`config.mk`:
```
export PLATFORM = sky130hd
export DESIGN_NAME = tbs_top
export DESIGN_NICKNAME = d
export VERILOG_FILES = /design/src/rtl/tbs_pkg.sv /design/src/rtl/tbs_edge.sv /design/src/rtl/tbs_top.sv
export SDC_FILE = /design/constraint.sdc
export NUM_CORES = 1
export LEC_CHECK = 0
export ABC_AREA = 0
export BUFFER_PORTS_ARGS = -buffer_cell sky130_fd_sc_hd__buf_2
export CAP_MARGIN = 5
export CORE_AREA = 8 8 172 174
export DETAILED_ROUTE_END_ITERATION = 10
export DIE_AREA = 0 0 180 182
export PLACE_DENSITY = 0.8
export RECOVER_POWER = 100
export REMOVE_ABC_BUFFERS = 1
export SLEW_MARGIN = 5
export SYNTH_ARGS = -nofsm -noshare
export SYNTH_HDL_FRONTEND = slang
export SYNTH_HIERARCHICAL = 1
export SYNTH_SLANG_ARGS = --single-unit
```
`constraint.sdc`:
```
create_clock -name i_core_clk -period 6 [get_ports i_core_clk]
set_input_delay 0.6 -clock i_core_clk [delete_from_list [all_inputs] [get_ports i_core_clk]]
set_output_delay 0.6 -clock i_core_clk [all_outputs]
set_load 0.1 [all_outputs]
```
`src/rtl/tbs_pkg.sv`:
```
package tbs_pkg;
   // Event sources for each layer
   typedef enum logic [2:0] {
      TBS_SRC_IMMEDIATE,
      TBS_SRC_EXTERNAL,
      TBS_SRC_TIMER,
      TBS_SRC_MANUAL,
      TBS_SRC_BUS,
      TBS_SRC_HOLD
   } tbs_src_t;
   localparam int TBS_LINES = 6;
   localparam int TBS_LINE_W = 3;
   localparam int TBS_CNT_W = 20;
   // Count value meaning run forever
   localparam logic [TBS_CNT_W-1:0] TBS_CNT_INF = 20'h0_0000;
   localparam logic [TBS_CNT_W-1:0] TBS_CNT_ONE = 20'h0_0001;
   localparam logic [TBS_LINE_W-1:0] TBS_LINE_IN_RST = 3'h0;
   localparam logic [TBS_LINE_W-1:0] TBS_LINE_OUT_RST = 3'h1;
   localparam int TBS_PULSE_W = 8;
   localparam logic [TBS_PULSE_W-1:0] TBS_PULSE_RST = 8'h0a;
   localparam int TBS_DLY_W = 16;
   localparam logic [TBS_DLY_W-1:0] TBS_SETTLE_RST = 16'h0004;
   localparam logic [TBS_DLY_W-1:0] TBS_DLY_RST = 16'h0000;
   // Register byte offsets
   localparam int TBS_AW = 5;
   localparam logic [TBS_AW-1:0] TBS_REG_CTRL = 5'h00;
   localparam logic [TBS_AW-1:0] TBS_REG_ARM = 5'h04;
   localparam logic [TBS_AW-1:0] TBS_REG_SCAN = 5'h08;
   localparam logic [TBS_AW-1:0] TBS_REG_MEAS = 5'h0c;
   localparam logic [TBS_AW-1:0] TBS_REG_DLY = 5'h10;
   localparam logic [TBS_AW-1:0] TBS_REG_STAT = 5'h14;
   // Field positions inside a layer register
   localparam int TBS_F_SRC = 0;
   localparam int TBS_F_BYP = 3;
   localparam int TBS_F_IN = 4;
   localparam int TBS_F_OUT = 8;
   localparam int TBS_F_CNT = 12;
   // Field positions inside control register
   localparam int TBS_F_CONT = 0;
   localparam int TBS_F_SPLIT = 1;
   localparam int TBS_F_INIT = 2;
   localparam int TBS_F_HALT = 3;
   localparam int TBS_F_MANU = 4;
   localparam int TBS_F_PW = 8;
   localparam int TBS_F_SETTLE = 16;
endpackage

```
`src/rtl/tbs_edge.sv`:
```
`timescale 1ns/1ps
`default_nettype none
// Two-stage synchroniser and falling edge detector
module tbs_edge
(
   input wire logic i_core_clk,
   input wire logic i_rstn,
   input wire logic i_line,
   output logic o_fall
);
   logic s1_q;
   logic s2_q;
   logic s3_q;
   always_ff @(posedge i_core_clk or negedge i_rstn)
   begin
      if (!i_rstn)
      begin
         s1_q <= 1'b1;
         s2_q <= 1'b1;
         s3_q <= 1'b1;
      end
      else
      begin
         s1_q <= i_line;
         s2_q <= s1_q;
         s3_q <= s2_q;
      end
   end
   assign o_fall = s3_q & ~s2_q;
endmodule // tbs_edge
`default_nettype wire

```
`src/rtl/tbs_top.sv`:
```
// Behaviour
// - One completion pulse after each measurement for external, timer, manual, immediate sources.
// - Completion waits for settling interval plus programmed delay.
// - Scan bypass with external source outputs a trigger on each scan return.
// - Arm bypass with external source outputs a trigger on each arm return.
// - Six individually selectable bus trigger lines.
// - Split-line mode uses two lines; shared mode uses one line.
// - Split-line bus pulses match the external input and completion pulses.
// - Split-line configuration with identical input and output line is rejected.
// - Measure layer answers bus triggers only with bus source selected.
// - Each bus trigger starts one measurement, ended by a pulse on output line.
// - Scan and arm layers have own bus line selections, may equal measure.
// - Reset loads continuous on, immediate arm and scan sources, external measure source, counts, bypass off.
// - Immediate arm and scan pass straight to waiting in measure layer.
// - Each trigger takes a reading, stores it, then sends output pulse.
// - External input recognised on its falling edge.
// - Bypass skips a layer's event on the first pass only.
//
// Design decisions made here: the plain strobed port and the placing of the registers.
`timescale 1ns/1ps
`default_nettype none
module tbs_top
   import tbs_pkg::*;
#(
   parameter int LINES = TBS_LINES
)
(
   input wire logic i_core_clk,
   input wire logic i_rstn,
   input wire logic [TBS_AW-1:0] i_addr,
   input wire logic [31:0] i_wdata,
   input wire logic i_wr,
   input wire logic i_rd,
   output logic [31:0] o_rdata,
   input wire logic i_ext_trigger_in,
   output logic o_completion_out_n,
   input wire logic [LINES-1:0] i_bus_line,
   output logic [LINES-1:0] o_bus_line,
   output logic [LINES-1:0] o_bus_line_oe,
   output logic o_meas_start,
   input wire logic i_meas_done,
   output logic o_store,
   output logic o_idle,
   output logic o_cfg_err
);
   typedef enum {ST_IDLE, ST_ARM, ST_SCAN, ST_MEAS, ST_CONV, ST_SETTLE, ST_PULSE}
      tbs_state_t;
   tbs_state_t st_q;
   logic cont_q, split_q, manu_q, init_q, halt_q;
   logic [TBS_PULSE_W-1:0] pw_q;
   logic [TBS_DLY_W-1:0] settle_q, dly_q;
   logic [31:0] arm_q, scan_q, meas_q;
   logic [TBS_CNT_W-1:0] arm_n_q, scan_n_q, meas_n_q;
   logic arm_first_q, scan_first_q;
   logic [TBS_DLY_W:0] tmr_q;
   logic [TBS_PULSE_W-1:0] pcnt_q;
   logic [LINES-1:0] pline_q;
   logic pext_q;
   logic ext_fall;
   logic [LINES-1:0] bus_fall;
   logic bad_cfg;
   tbs_edge u_ext
   (
      .i_core_clk(i_core_clk),
      .i_rstn(i_rstn),
      .i_line(i_ext_trigger_in),
      .o_fall(ext_fall)
   );
   genvar g;
   generate
      for (g = 0; g < LINES; g++)
      begin : g_line
         // Read back our own drive too; a driven low is masked below
         tbs_edge u_bus
         (
            .i_core_clk(i_core_clk),
            .i_rstn(i_rstn),
            .i_line(i_bus_line[g]),
            .o_fall(bus_fall[g])
         );
      end
   endgenerate
   function automatic tbs_src_t src_of(input logic [31:0] r);
      src_of = tbs_src_t'(r[TBS_F_SRC +: 3]);
   endfunction
   function automatic logic [TBS_LINE_W-1:0] lin(input logic [31:0] r);
      lin = r[TBS_F_IN +: TBS_LINE_W];
   endfunction
   function automatic logic [TBS_LINE_W-1:0] lout(input logic [31:0] r);
      // Shared mode drives the input line itself
      lout = split_q ? r[TBS_F_OUT +: TBS_LINE_W] : r[TBS_F_IN +: TBS_LINE_W];
   endfunction
   function automatic logic same_line(input logic [31:0] r);
      same_line = r[TBS_F_IN +: TBS_LINE_W] == r[TBS_F_OUT +: TBS_LINE_W];
   endfunction
   // Event seen by a layer for its programmed source
   function automatic logic layer_evt(input logic [31:0] r);
      logic [TBS_LINE_W-1:0] li;
      li = lin(r);
      case (src_of(r))
         TBS_SRC_IMMEDIATE: layer_evt = 1'b1;
         TBS_SRC_EXTERNAL: layer_evt = ext_fall | manu_q;
         TBS_SRC_TIMER: layer_evt = 1'b1;
         TBS_SRC_MANUAL: layer_evt = manu_q;
         TBS_SRC_BUS: layer_evt = (li < LINES) && bus_fall[li] && pcnt_q == '0;
         default: layer_evt = 1'b0;
      endcase
   endfunction
   // Split-line with one line for both is refused
   assign bad_cfg = split_q && ((src_of(meas_q) == TBS_SRC_BUS && same_line(meas_q))
                  || (src_of(scan_q) == TBS_SRC_BUS && same_line(scan_q))
                  || (src_of(arm_q) == TBS_SRC_BUS && same_line(arm_q)));
   // Register file
   always_ff @(posedge i_core_clk or negedge i_rstn)
   begin
      if (!i_rstn)
      begin
         cont_q <= 1'b1;
         split_q <= 1'b1;
         pw_q <= TBS_PULSE_RST;
         settle_q <= TBS_SETTLE_RST;
         dly_q <= TBS_DLY_RST;
         arm_q <= {TBS_CNT_ONE, 1'b0, TBS_LINE_OUT_RST, 1'b0, TBS_LINE_IN_RST, 1'b0,
                   TBS_SRC_IMMEDIATE};
         scan_q <= {TBS_CNT_INF, 1'b0, TBS_LINE_OUT_RST, 1'b0, TBS_LINE_IN_RST, 1'b0,
                    TBS_SRC_IMMEDIATE};
         meas_q <= {TBS_CNT_INF, 1'b0, TBS_LINE_OUT_RST, 1'b0, TBS_LINE_IN_RST, 1'b0,
                    TBS_SRC_EXTERNAL};
      end
      else if (i_wr)
      begin
         case (i_addr)
            TBS_REG_CTRL:
            begin
               cont_q <= i_wdata[TBS_F_CONT];
               split_q <= i_wdata[TBS_F_SPLIT];
               pw_q <= i_wdata[TBS_F_PW +: TBS_PULSE_W];
               settle_q <= i_wdata[TBS_F_SETTLE +: TBS_DLY_W];
            end
            TBS_REG_ARM: arm_q <= i_wdata;
            TBS_REG_SCAN: scan_q <= i_wdata;
            TBS_REG_MEAS: meas_q <= i_wdata;
            TBS_REG_DLY: dly_q <= i_wdata[TBS_DLY_W-1:0];
            default: ;
         endcase
      end
   end
   // Command strobes, one cycle
   always_ff @(posedge i_core_clk or negedge i_rstn)
   begin
      if (!i_rstn)
      begin
         init_q <= 1'b0;
         halt_q <= 1'b0;
         manu_q <= 1'b0;
      end
      else
      begin
         init_q <= i_wr && i_addr == TBS_REG_CTRL && i_wdata[TBS_F_INIT];
         halt_q <= i_wr && i_addr == TBS_REG_CTRL && i_wdata[TBS_F_HALT];
         manu_q <= i_wr && i_addr == TBS_REG_CTRL && i_wdata[TBS_F_MANU];
      end
   end
   // Read port
   always_ff @(posedge i_core_clk or negedge i_rstn)
   begin
      if (!i_rstn)
         o_rdata <= '0;
      else if (i_rd)
      begin
         case (i_addr)
            TBS_REG_CTRL: o_rdata <= {settle_q, pw_q, 6'h00, split_q, cont_q};
            TBS_REG_ARM: o_rdata <= arm_q;
            TBS_REG_SCAN: o_rdata <= scan_q;
            TBS_REG_MEAS: o_rdata <= meas_q;
            TBS_REG_DLY: o_rdata <= {16'h0000, dly_q};
            TBS_REG_STAT: o_rdata <= {26'h000_0000, bad_cfg, 1'b0, 3'(st_q), o_idle};
            default: o_rdata <= 32'h0000_0000;
         endcase
      end
      else
         o_rdata <= '0;
   end
   // Trigger model sequencer
   always_ff @(posedge i_core_clk or negedge i_rstn)
   begin
      if (!i_rstn)
      begin
         st_q <= ST_ARM;
         arm_n_q <= '0;
         scan_n_q <= '0;
         meas_n_q <= '0;
         arm_first_q <= 1'b1;
         scan_first_q <= 1'b1;
         tmr_q <= '0;
         pcnt_q <= '0;
         pline_q <= '0;
         pext_q <= 1'b0;
         o_meas_start <= 1'b0;
         o_store <= 1'b0;
         o_idle <= 1'b0;
         o_cfg_err <= 1'b0;
      end
      else
      begin
         o_meas_start <= 1'b0;
         o_store <= 1'b0;
         o_cfg_err <= bad_cfg;
         if (pcnt_q != '0)
            pcnt_q <= pcnt_q - 1'b1;
         // Drop the drive on the last counted cycle so the pulse is exactly pw_q long
         if (pcnt_q <= TBS_PULSE_W'(1))
         begin
            pline_q <= '0;
            pext_q <= 1'b0;
         end
         if (halt_q)
         begin
            st_q <= ST_IDLE;
            o_idle <= 1'b1;
         end
         else
         begin
            case (st_q)
               ST_IDLE:
                  if (init_q || cont_q)
                  begin
                     st_q <= ST_ARM;
                     o_idle <= 1'b0;
                     arm_first_q <= 1'b1;
                     arm_n_q <= '0;
                  end
               ST_ARM:
                  if (!bad_cfg && ((arm_first_q && arm_q[TBS_F_BYP]) || layer_evt(arm_q)))
                  begin
                     st_q <= ST_SCAN;
                     arm_first_q <= 1'b0;
                     scan_first_q <= 1'b1;
                     scan_n_q <= '0;
                  end
               ST_SCAN:
                  if (!bad_cfg && ((scan_first_q && scan_q[TBS_F_BYP]) || layer_evt(scan_q)))
                  begin
                     st_q <= ST_MEAS;
                     scan_first_q <= 1'b0;
                     meas_n_q <= '0;
                  end
               ST_MEAS:
                  if (!bad_cfg && ((meas_n_q == '0 && meas_q[TBS_F_BYP]) || layer_evt(meas_q)))
                  begin
                     st_q <= ST_CONV;
                     o_meas_start <= 1'b1;
                  end
               ST_CONV:
                  if (i_meas_done)
                  begin
                     st_q <= ST_SETTLE;
                     o_store <= 1'b1;
                     tmr_q <= TBS_DLY_W'(settle_q) + TBS_DLY_W'(dly_q) + 1'b1;
                  end
               ST_SETTLE:
                  if (tmr_q <= 1)
                  begin
                     st_q <= ST_PULSE;
                  end
                  else
                     tmr_q <= tmr_q - 1'b1;
               ST_PULSE:
               begin
                  // Completion on external pin or the measure output line
                  pcnt_q <= pw_q;
                  if (src_of(meas_q) == TBS_SRC_BUS)
                     pline_q <= LINES'(1) << lout(meas_q);
                  else
                     pext_q <= 1'b1;
                  meas_n_q <= meas_n_q + 1'b1;
                  if (meas_q[TBS_F_CNT +: TBS_CNT_W] == TBS_CNT_INF
                      || meas_n_q + 1'b1 < meas_q[TBS_F_CNT +: TBS_CNT_W])
                     st_q <= ST_MEAS;
                  else if (scan_q[TBS_F_CNT +: TBS_CNT_W] == TBS_CNT_INF
                           || scan_n_q + 1'b1 < scan_q[TBS_F_CNT +: TBS_CNT_W])
                  begin
                     st_q <= ST_SCAN;
                     scan_n_q <= scan_n_q + 1'b1;
                     if (scan_q[TBS_F_BYP] && src_of(scan_q) == TBS_SRC_EXTERNAL)
                        pext_q <= 1'b1;
                  end
                  else if (arm_q[TBS_F_CNT +: TBS_CNT_W] == TBS_CNT_INF
                           || arm_n_q + 1'b1 < arm_q[TBS_F_CNT +: TBS_CNT_W])
                  begin
                     st_q <= ST_ARM;
                     arm_n_q <= arm_n_q + 1'b1;
                     if (arm_q[TBS_F_BYP] && src_of(arm_q) == TBS_SRC_EXTERNAL)
                        pext_q <= 1'b1;
                  end
                  else
                  begin
                     st_q <= ST_IDLE;
                     o_idle <= !cont_q;
                  end
               end
               default: st_q <= ST_IDLE;
            endcase
         end
      end
   end
   // Active-low completion drive and open-drain bus line drive
   always_ff @(posedge i_core_clk or negedge i_rstn)
   begin
      if (!i_rstn)
      begin
         o_completion_out_n <= 1'b1;
         o_bus_line <= '0;
         o_bus_line_oe <= '0;
      end
      else
      begin
         o_completion_out_n <= ~pext_q;
         o_bus_line <= '0;
         o_bus_line_oe <= pline_q;
      end
   end
endmodule // tbs_top
`default_nettype wire

```
======== Word-level counts from Yosys, hierarchy flattened ========
Index checks and enable logic that the tools add are counted.
storage, ports and cells
  register bits after elaboration ......... 331
  input port bits ......................... 49
  output and inout bits ................... 49
  word-level logic and storage cells ...... 273
cells by class
  $add $sub $neg .......................... 7
  order comparisons ....................... 11
  equal/unequal tests ..................... 44
  shifts and indexed selects .............. 1
  muxes and demuxes ....................... 77
  bitwise logic cells ..................... 17
  reductions and logical operators ........ 67
operators by type and width
  operator               count
  $mux 32                8
  $pmux 32 s7            1
  $pmux 32 s6            1
  $mux 20                8
  $pmux 20 s2            3
  $eq 32x3->1 const B    3
  $logic_not 20->1       4
  $eq 32x2->1 const B    2
  $add 20x1->20 const B  3
  $lt 20x20->1           3
  $mux 1                 34
  $mux 17                2
  $pmux 17 s2            1
  $eq 32x1->1 const B    1
  $logic_not 32->1       1
  $ne 3x3->1 const B     9
  $mux 6                 4
  $mux 8                 3
  $logic_and 1x1->1      22
  $eq 3x2->1 const B     6
  $ne 2x2->1 const B     9
  $add 16x16->17         1
  $add 17x1->17 const B  1
  $le 17x1->1 const B    1
  other kinds (34)       93

======== Logic depth before layout (Yosys ltp) ========
  depth in word-level cells ............... 14
  mapped depth ............................ 19
  mapped depth without buffers ............ 17

======== Modules after synthesis ========
The synthesis kept the hierarchy.
modules (own cells, without submodules)
  module    instances  cells each  area each (um^2)  seq. area each (um^2)
  tbs_top   1          1600        15721.3           7049.3
  tbs_edge  7          4           92.6              78.8

======== Least setup slack after synthesis ========
Ideal clock, no wire load.
  kind .................................... register to register
  start ................................... register meas_n_q[2]
  end ..................................... register scan_n_q[19]
  library setup time ...................... 129 ps
  arrival ................................. 4302 ps
  data required time ...................... 5871 ps
  setup slack ............................. 1569 ps
  cell stages (with the launch flop) ...... 20
  path buffers ............................ 3
  period minus slack after synthesis ...... 4431 ps
  cell sequence ........................... dfrtp_1 nand3_1 nor3_1 and3_1 and3_1 clkbuf_1 nand2_1 or3_1 xnor2_1 ha_1 a21oi_1 o21ai_0 a41o_1 o21ai_0 or4b_2 clkbuf_1 a21boi_0 clkbuf_1 a311oi_1 a21oi_1
between the ends
  cells in the longest elaborated chain, start to end .. 5
ends and longest elaborated chain
  item                        line            RTL
  from (decl)                 tbs_top.sv:53   logic [TBS_CNT_W-1:0] arm_n_q, scan_n_q, meas_n_q;
  from (signal assigned)      tbs_top.sv:276  meas_n_q <= meas_n_q + 1'b1;
  $add 20x1->20               tbs_top.sv:278  || meas_n_q + 1'b1 < meas_q[TBS_F_CNT +: TBS_CNT_W])
  $lt 20x20->1                tbs_top.sv:278
  $logic_or 1x1->1            tbs_top.sv:278
  $ne 2x2->1 (no line)        -
  $reduce_and 5->1 (no line)  -
  to (signal assigned)        tbs_top.sv:284  scan_n_q <= scan_n_q + 1'b1;
  to (decl)                   tbs_top.sv:53
Every way passes these cells.
A chain may end at the register's enable or synchronous reset.

======== Worst setup path in the final report ========
  start ................................... input port i_addr[1]
  end ..................................... register settle_q[10]
between the ends
  cells in the longest elaborated chain, start to end .. 2
ends and longest elaborated chain
  item                        line            RTL
  from (decl)                 tbs_top.sv:30   input wire logic [TBS_AW-1:0] i_addr,
  $logic_not 5->1             tbs_top.sv:132  case (i_addr)
  $reduce_and 2->1 (no line)  -
  to (signal assigned)        tbs_top.sv:138  settle_q <= i_wdata[TBS_F_SETTLE +: TBS_DLY_W];
  to (decl)                   tbs_top.sv:51   logic [TBS_DLY_W-1:0] settle_q, dly_q;
Every way passes these cells.

==> summary.txt <==
Run status
  – Status: complete, but fails checks
  – Violated checks: capacitance limit, slew limit

Placement
  – Placed Area: between 15000 and 20000 um2
  – Final HPWL DP: approximately 32 mm
  – Post-Place Cells: between 1500 and 2000
  – GPL Wtd Cong: around 0.94
  – Port bufs: 91

Setup path
  – Critical path class: input port to flip-flop
  – Req. time, crit path: roughly 6.4 ns
  – Crit path capture type: flip-flop
  – Critical path peak fanout: 36
  – CP startpoint kind: input port
  – Critical path arrival: between 5 and 6 ns

Floorplan
  – Core area: between 20000 and 30000 um2
  – Die height: roughly 180 um
  – Die area: about 33000 um2
  – Initial Util: between 60% and 70%
  – Row cnt: 60
  – DIE WIDTH: about 180 um
  – # IOs: approximately 100

Synth
  – Syn_area_per_cell: slightly above 10 um2
  – Most used DFF post-synth: dfrtp_1
  – Synth cell types: 80
  – FF+latch count, synth: 302
  – Cell count after synthesis: between 1500 and 2000
  – Cell area after synthesis: approximately 16000 um2
  – Yosys warning count: 6
  – Synth async-reset ratio: between 90% and 100%
  – EDFF count, synth: 0
  – Sequential share of the synthesized area: a little under half

Layout
  – Non-filler cells in the finished layout: 2060
  – Final Instance Area: between 15000 and 20000 um2
  – Area Growth Syn to Fin: 10.5%
  – Register area: between 7000 and 8000 um2
  – Layout cells sized above 1: 15.6%
  – Fill count: 2017
  – Nets: ~1800
  – Multi-input gate area: 8070 um2

Routing
  – Remaining antenna violation count: 0
  – Initial DRT Pass Iterations: 6
  – Routed wire length: between 40 and 50 mm
  – Post-route DRC: 0
  – Routed len/inst: around 22 um
  – Iter 0 DRT Violations: roughly 1500
  – Via count: roughly 13000
  – Vias per cell: ~6.5

Clock network
  – CTS H-Tree Depth: 2
  – Clk slew on worst S/H paths: about 0.060 ns
  – Num Clock Sinks: 302
  – Worst-skew pair later-pin latency: approximately 0.52 ns
  – Max clock buf depth: 3
  – Post-CTS setup buffers: 0
  – Post-CTS Resized: 0
  – Total CTS buffers: 34
  – Cts hold-fix bufs: 0
  – TritonCTS clock tree: built
  – Root buffer cell: clkbuf_16

STA
  – Max Slew Vio Count: between 300 and 400
  – Worst rel slew slack: -236%
  – Final hold violation count: 0
  – Final period util: around nine tenths
  – RSZ-0062 raised after global routing: false
  – Clk_skew: around 0.013 ns
  – Setup-failing EPs final: 0
  – Max Clk Rate: between 150 and 200 MHz
  – Shortest period the worst path allows: 5.33 ns
  – Worst Tran Pin Value: between 5 and 6 ns
  – Setup TNS: 0 ns

Power
  – Peak VDD IR: 284 uV
  – LEAKAGE: 8.37 nW
  – Pwr Density: between 300 and 400 nW/um2

Run
  – # Max-Cap Violations: 10

Hold path
  – Hold Path Class: input port to flip-flop

GRT
  – Grt ovf: 0
  – Antenna violations before repair: 2
  – Largest net degree at the start of global routing: 139
  – First-pass GRT wire length: just over 70 mm
  – Number of global-route vias before repair: 12967
  – GRT Resource Usage Total: about 27%
## registers in the layout, summed over array words and instances (netlist names), 8 cells and up
| signal | flops |
|---|---|
| tmr_q | 17 |
| scan_q | 32 |
| o_rdata | 32 |
| dly_q | 16 |
| scan_n_q | 20 |
| meas_q | 32 |
| arm_q | 32 |
| meas_n_q | 20 |
| settle_q | 16 |
| pcnt_q | 8 |
| arm_n_q | 20 |
| pw_q | 8 |
## synth_stat cells (all sizes together), types with 6 or more instances
master	n	area share, %
inv	88	2.0
nor3	18	0.58
a222oi	24	1.5
nor4	32	1.3
a211oi	12	0.55
nor2b	14	0.86
mux2i	8	0.49
and3	23	0.88
mux2	102	7.0
a22oi	9	0.41
clkbuf	71	1.6
o211ai	7	0.32
o21a	6	0.28
a31oi	22	0.84
nor2	99	2.3
nand4	14	0.54
o31ai	19	0.87
o21ai	131	4.0
a21bo	7	0.43
nand2	168	3.9
nand3	56	1.7
nor4b	6	0.41
or3	6	0.23
nand2b	17	0.65
a21o	18	0.83
a21oi	65	2.0
dfstp	35	5.6
dfrtp	267	41
ha	82	6.3
buf	13	0.47
a22o	41	2.2
xor2	28	1.5
xnor2	43	2.3
## cells by family after synthesis
group	synth area share, %
mux	7.92
flops	46.4
fa+ha+maj	6.39
buf+inv	4.12
simple gates	14.5
compound gates	16.8
other cells	0.0229
xor+xnor	3.80
## critical path: stages
cell and delay [ns]:
clkbuf_1 0.11, nor4_1 0.29, clkbuf_1 1.43, nor2b_2 0.36, clkbuf_1 1.10, nand2_1 0.68
clkbuf_1 0.65, mux2_2 0.47
## through the flow
| step | setup slack (ns) | utilization, % | hold WS, ns | power [mW] |
|---|---|---|---|---|
| floorplan | -0.220 | - | 0.304 | 3.88 |
| global placement | 1.08 | 64.2 | 0.346 | 4.39 |
| detailed placement | 0.948 | 64.2 | 0.347 | 4.47 |
| CTS | 0.916 | 68.5 | 0.128 | 6.61 |
| global route | 0.215 | 67.9 | 0.173 | 6.85 |
| finish | 0.670 | 67.9 | 0.174 | 6.59 |
## final cells by class
type | instances | share of cell area, %
Antenna cell | 1 | 0.0138
Clock buffer | 49 | 5.51
Clock inverter | 12 | 0.865
Inverter | 88 | 1.83
Multi-Input combinational cell | 1159 | 44.6
Sequential cell | 302 | 42.0
Tap cell | 341 | 2.36
Timing Repair Buffer | 108 | 2.80
## worst paths after layout
kind                                       from                    to  slack, ns  cells after the start
max                                   i_addr[1]          settle_q[10]       0.67                      8
min                               i_bus_line[3]  g_line[3].u_bus/s1_q       0.17                      1
max reg2reg                         meas_n_q[0]          scan_n_q[12]       0.83                     18
min reg2reg                g_line[5].u_bus/s1_q  g_line[5].u_bus/s2_q       0.35                      0
max in group asynchronous                i_rstn           o_rdata[13]       1.24                      2
min in group asynchronous                i_rstn               o_store       1.91                      1
## power by group
| part | internal (mW) | switching (mW) | total (mW) | leakage [nW] |
|---|---|---|---|---|
| clock | 1.29 | 0.840 | 2.13 | 0.569 |
| sequential | 2.40 | 0.410 | 2.81 | 3.83 |
| combinational | 0.595 | 1.06 | 1.65 | 3.97 |
| total | 4.28 | 2.31 | 6.59 | 8.37 |
## layout by cell type (no fill, tap or decap), drive strengths merged, types with 28 or more instances in the layout
cell / instances
nor2: 99
ha: 82
dfrtp: 267
nand2: 168
clkbuf: 103
a21oi: 65
buf: 54
o21ai: 131
mux2: 102
xor2: 28
xnor2: 43
dfstp: 35
nor4: 32
nand3: 56
a22o: 41
inv: 90
## metal layers
metal | vias up | routed length (um) | global-route usage, %
met2 | 679 | 20700 | 42.5
met5 | - | 12 | 0
li1 | 6035 | - | -
met3 | 105 | 4200 | 5.47
met1 | 6547 | 18400 | 35.6
met4 | 2 | 1720 | 10.8
Power figures use the tool's default switching activity.
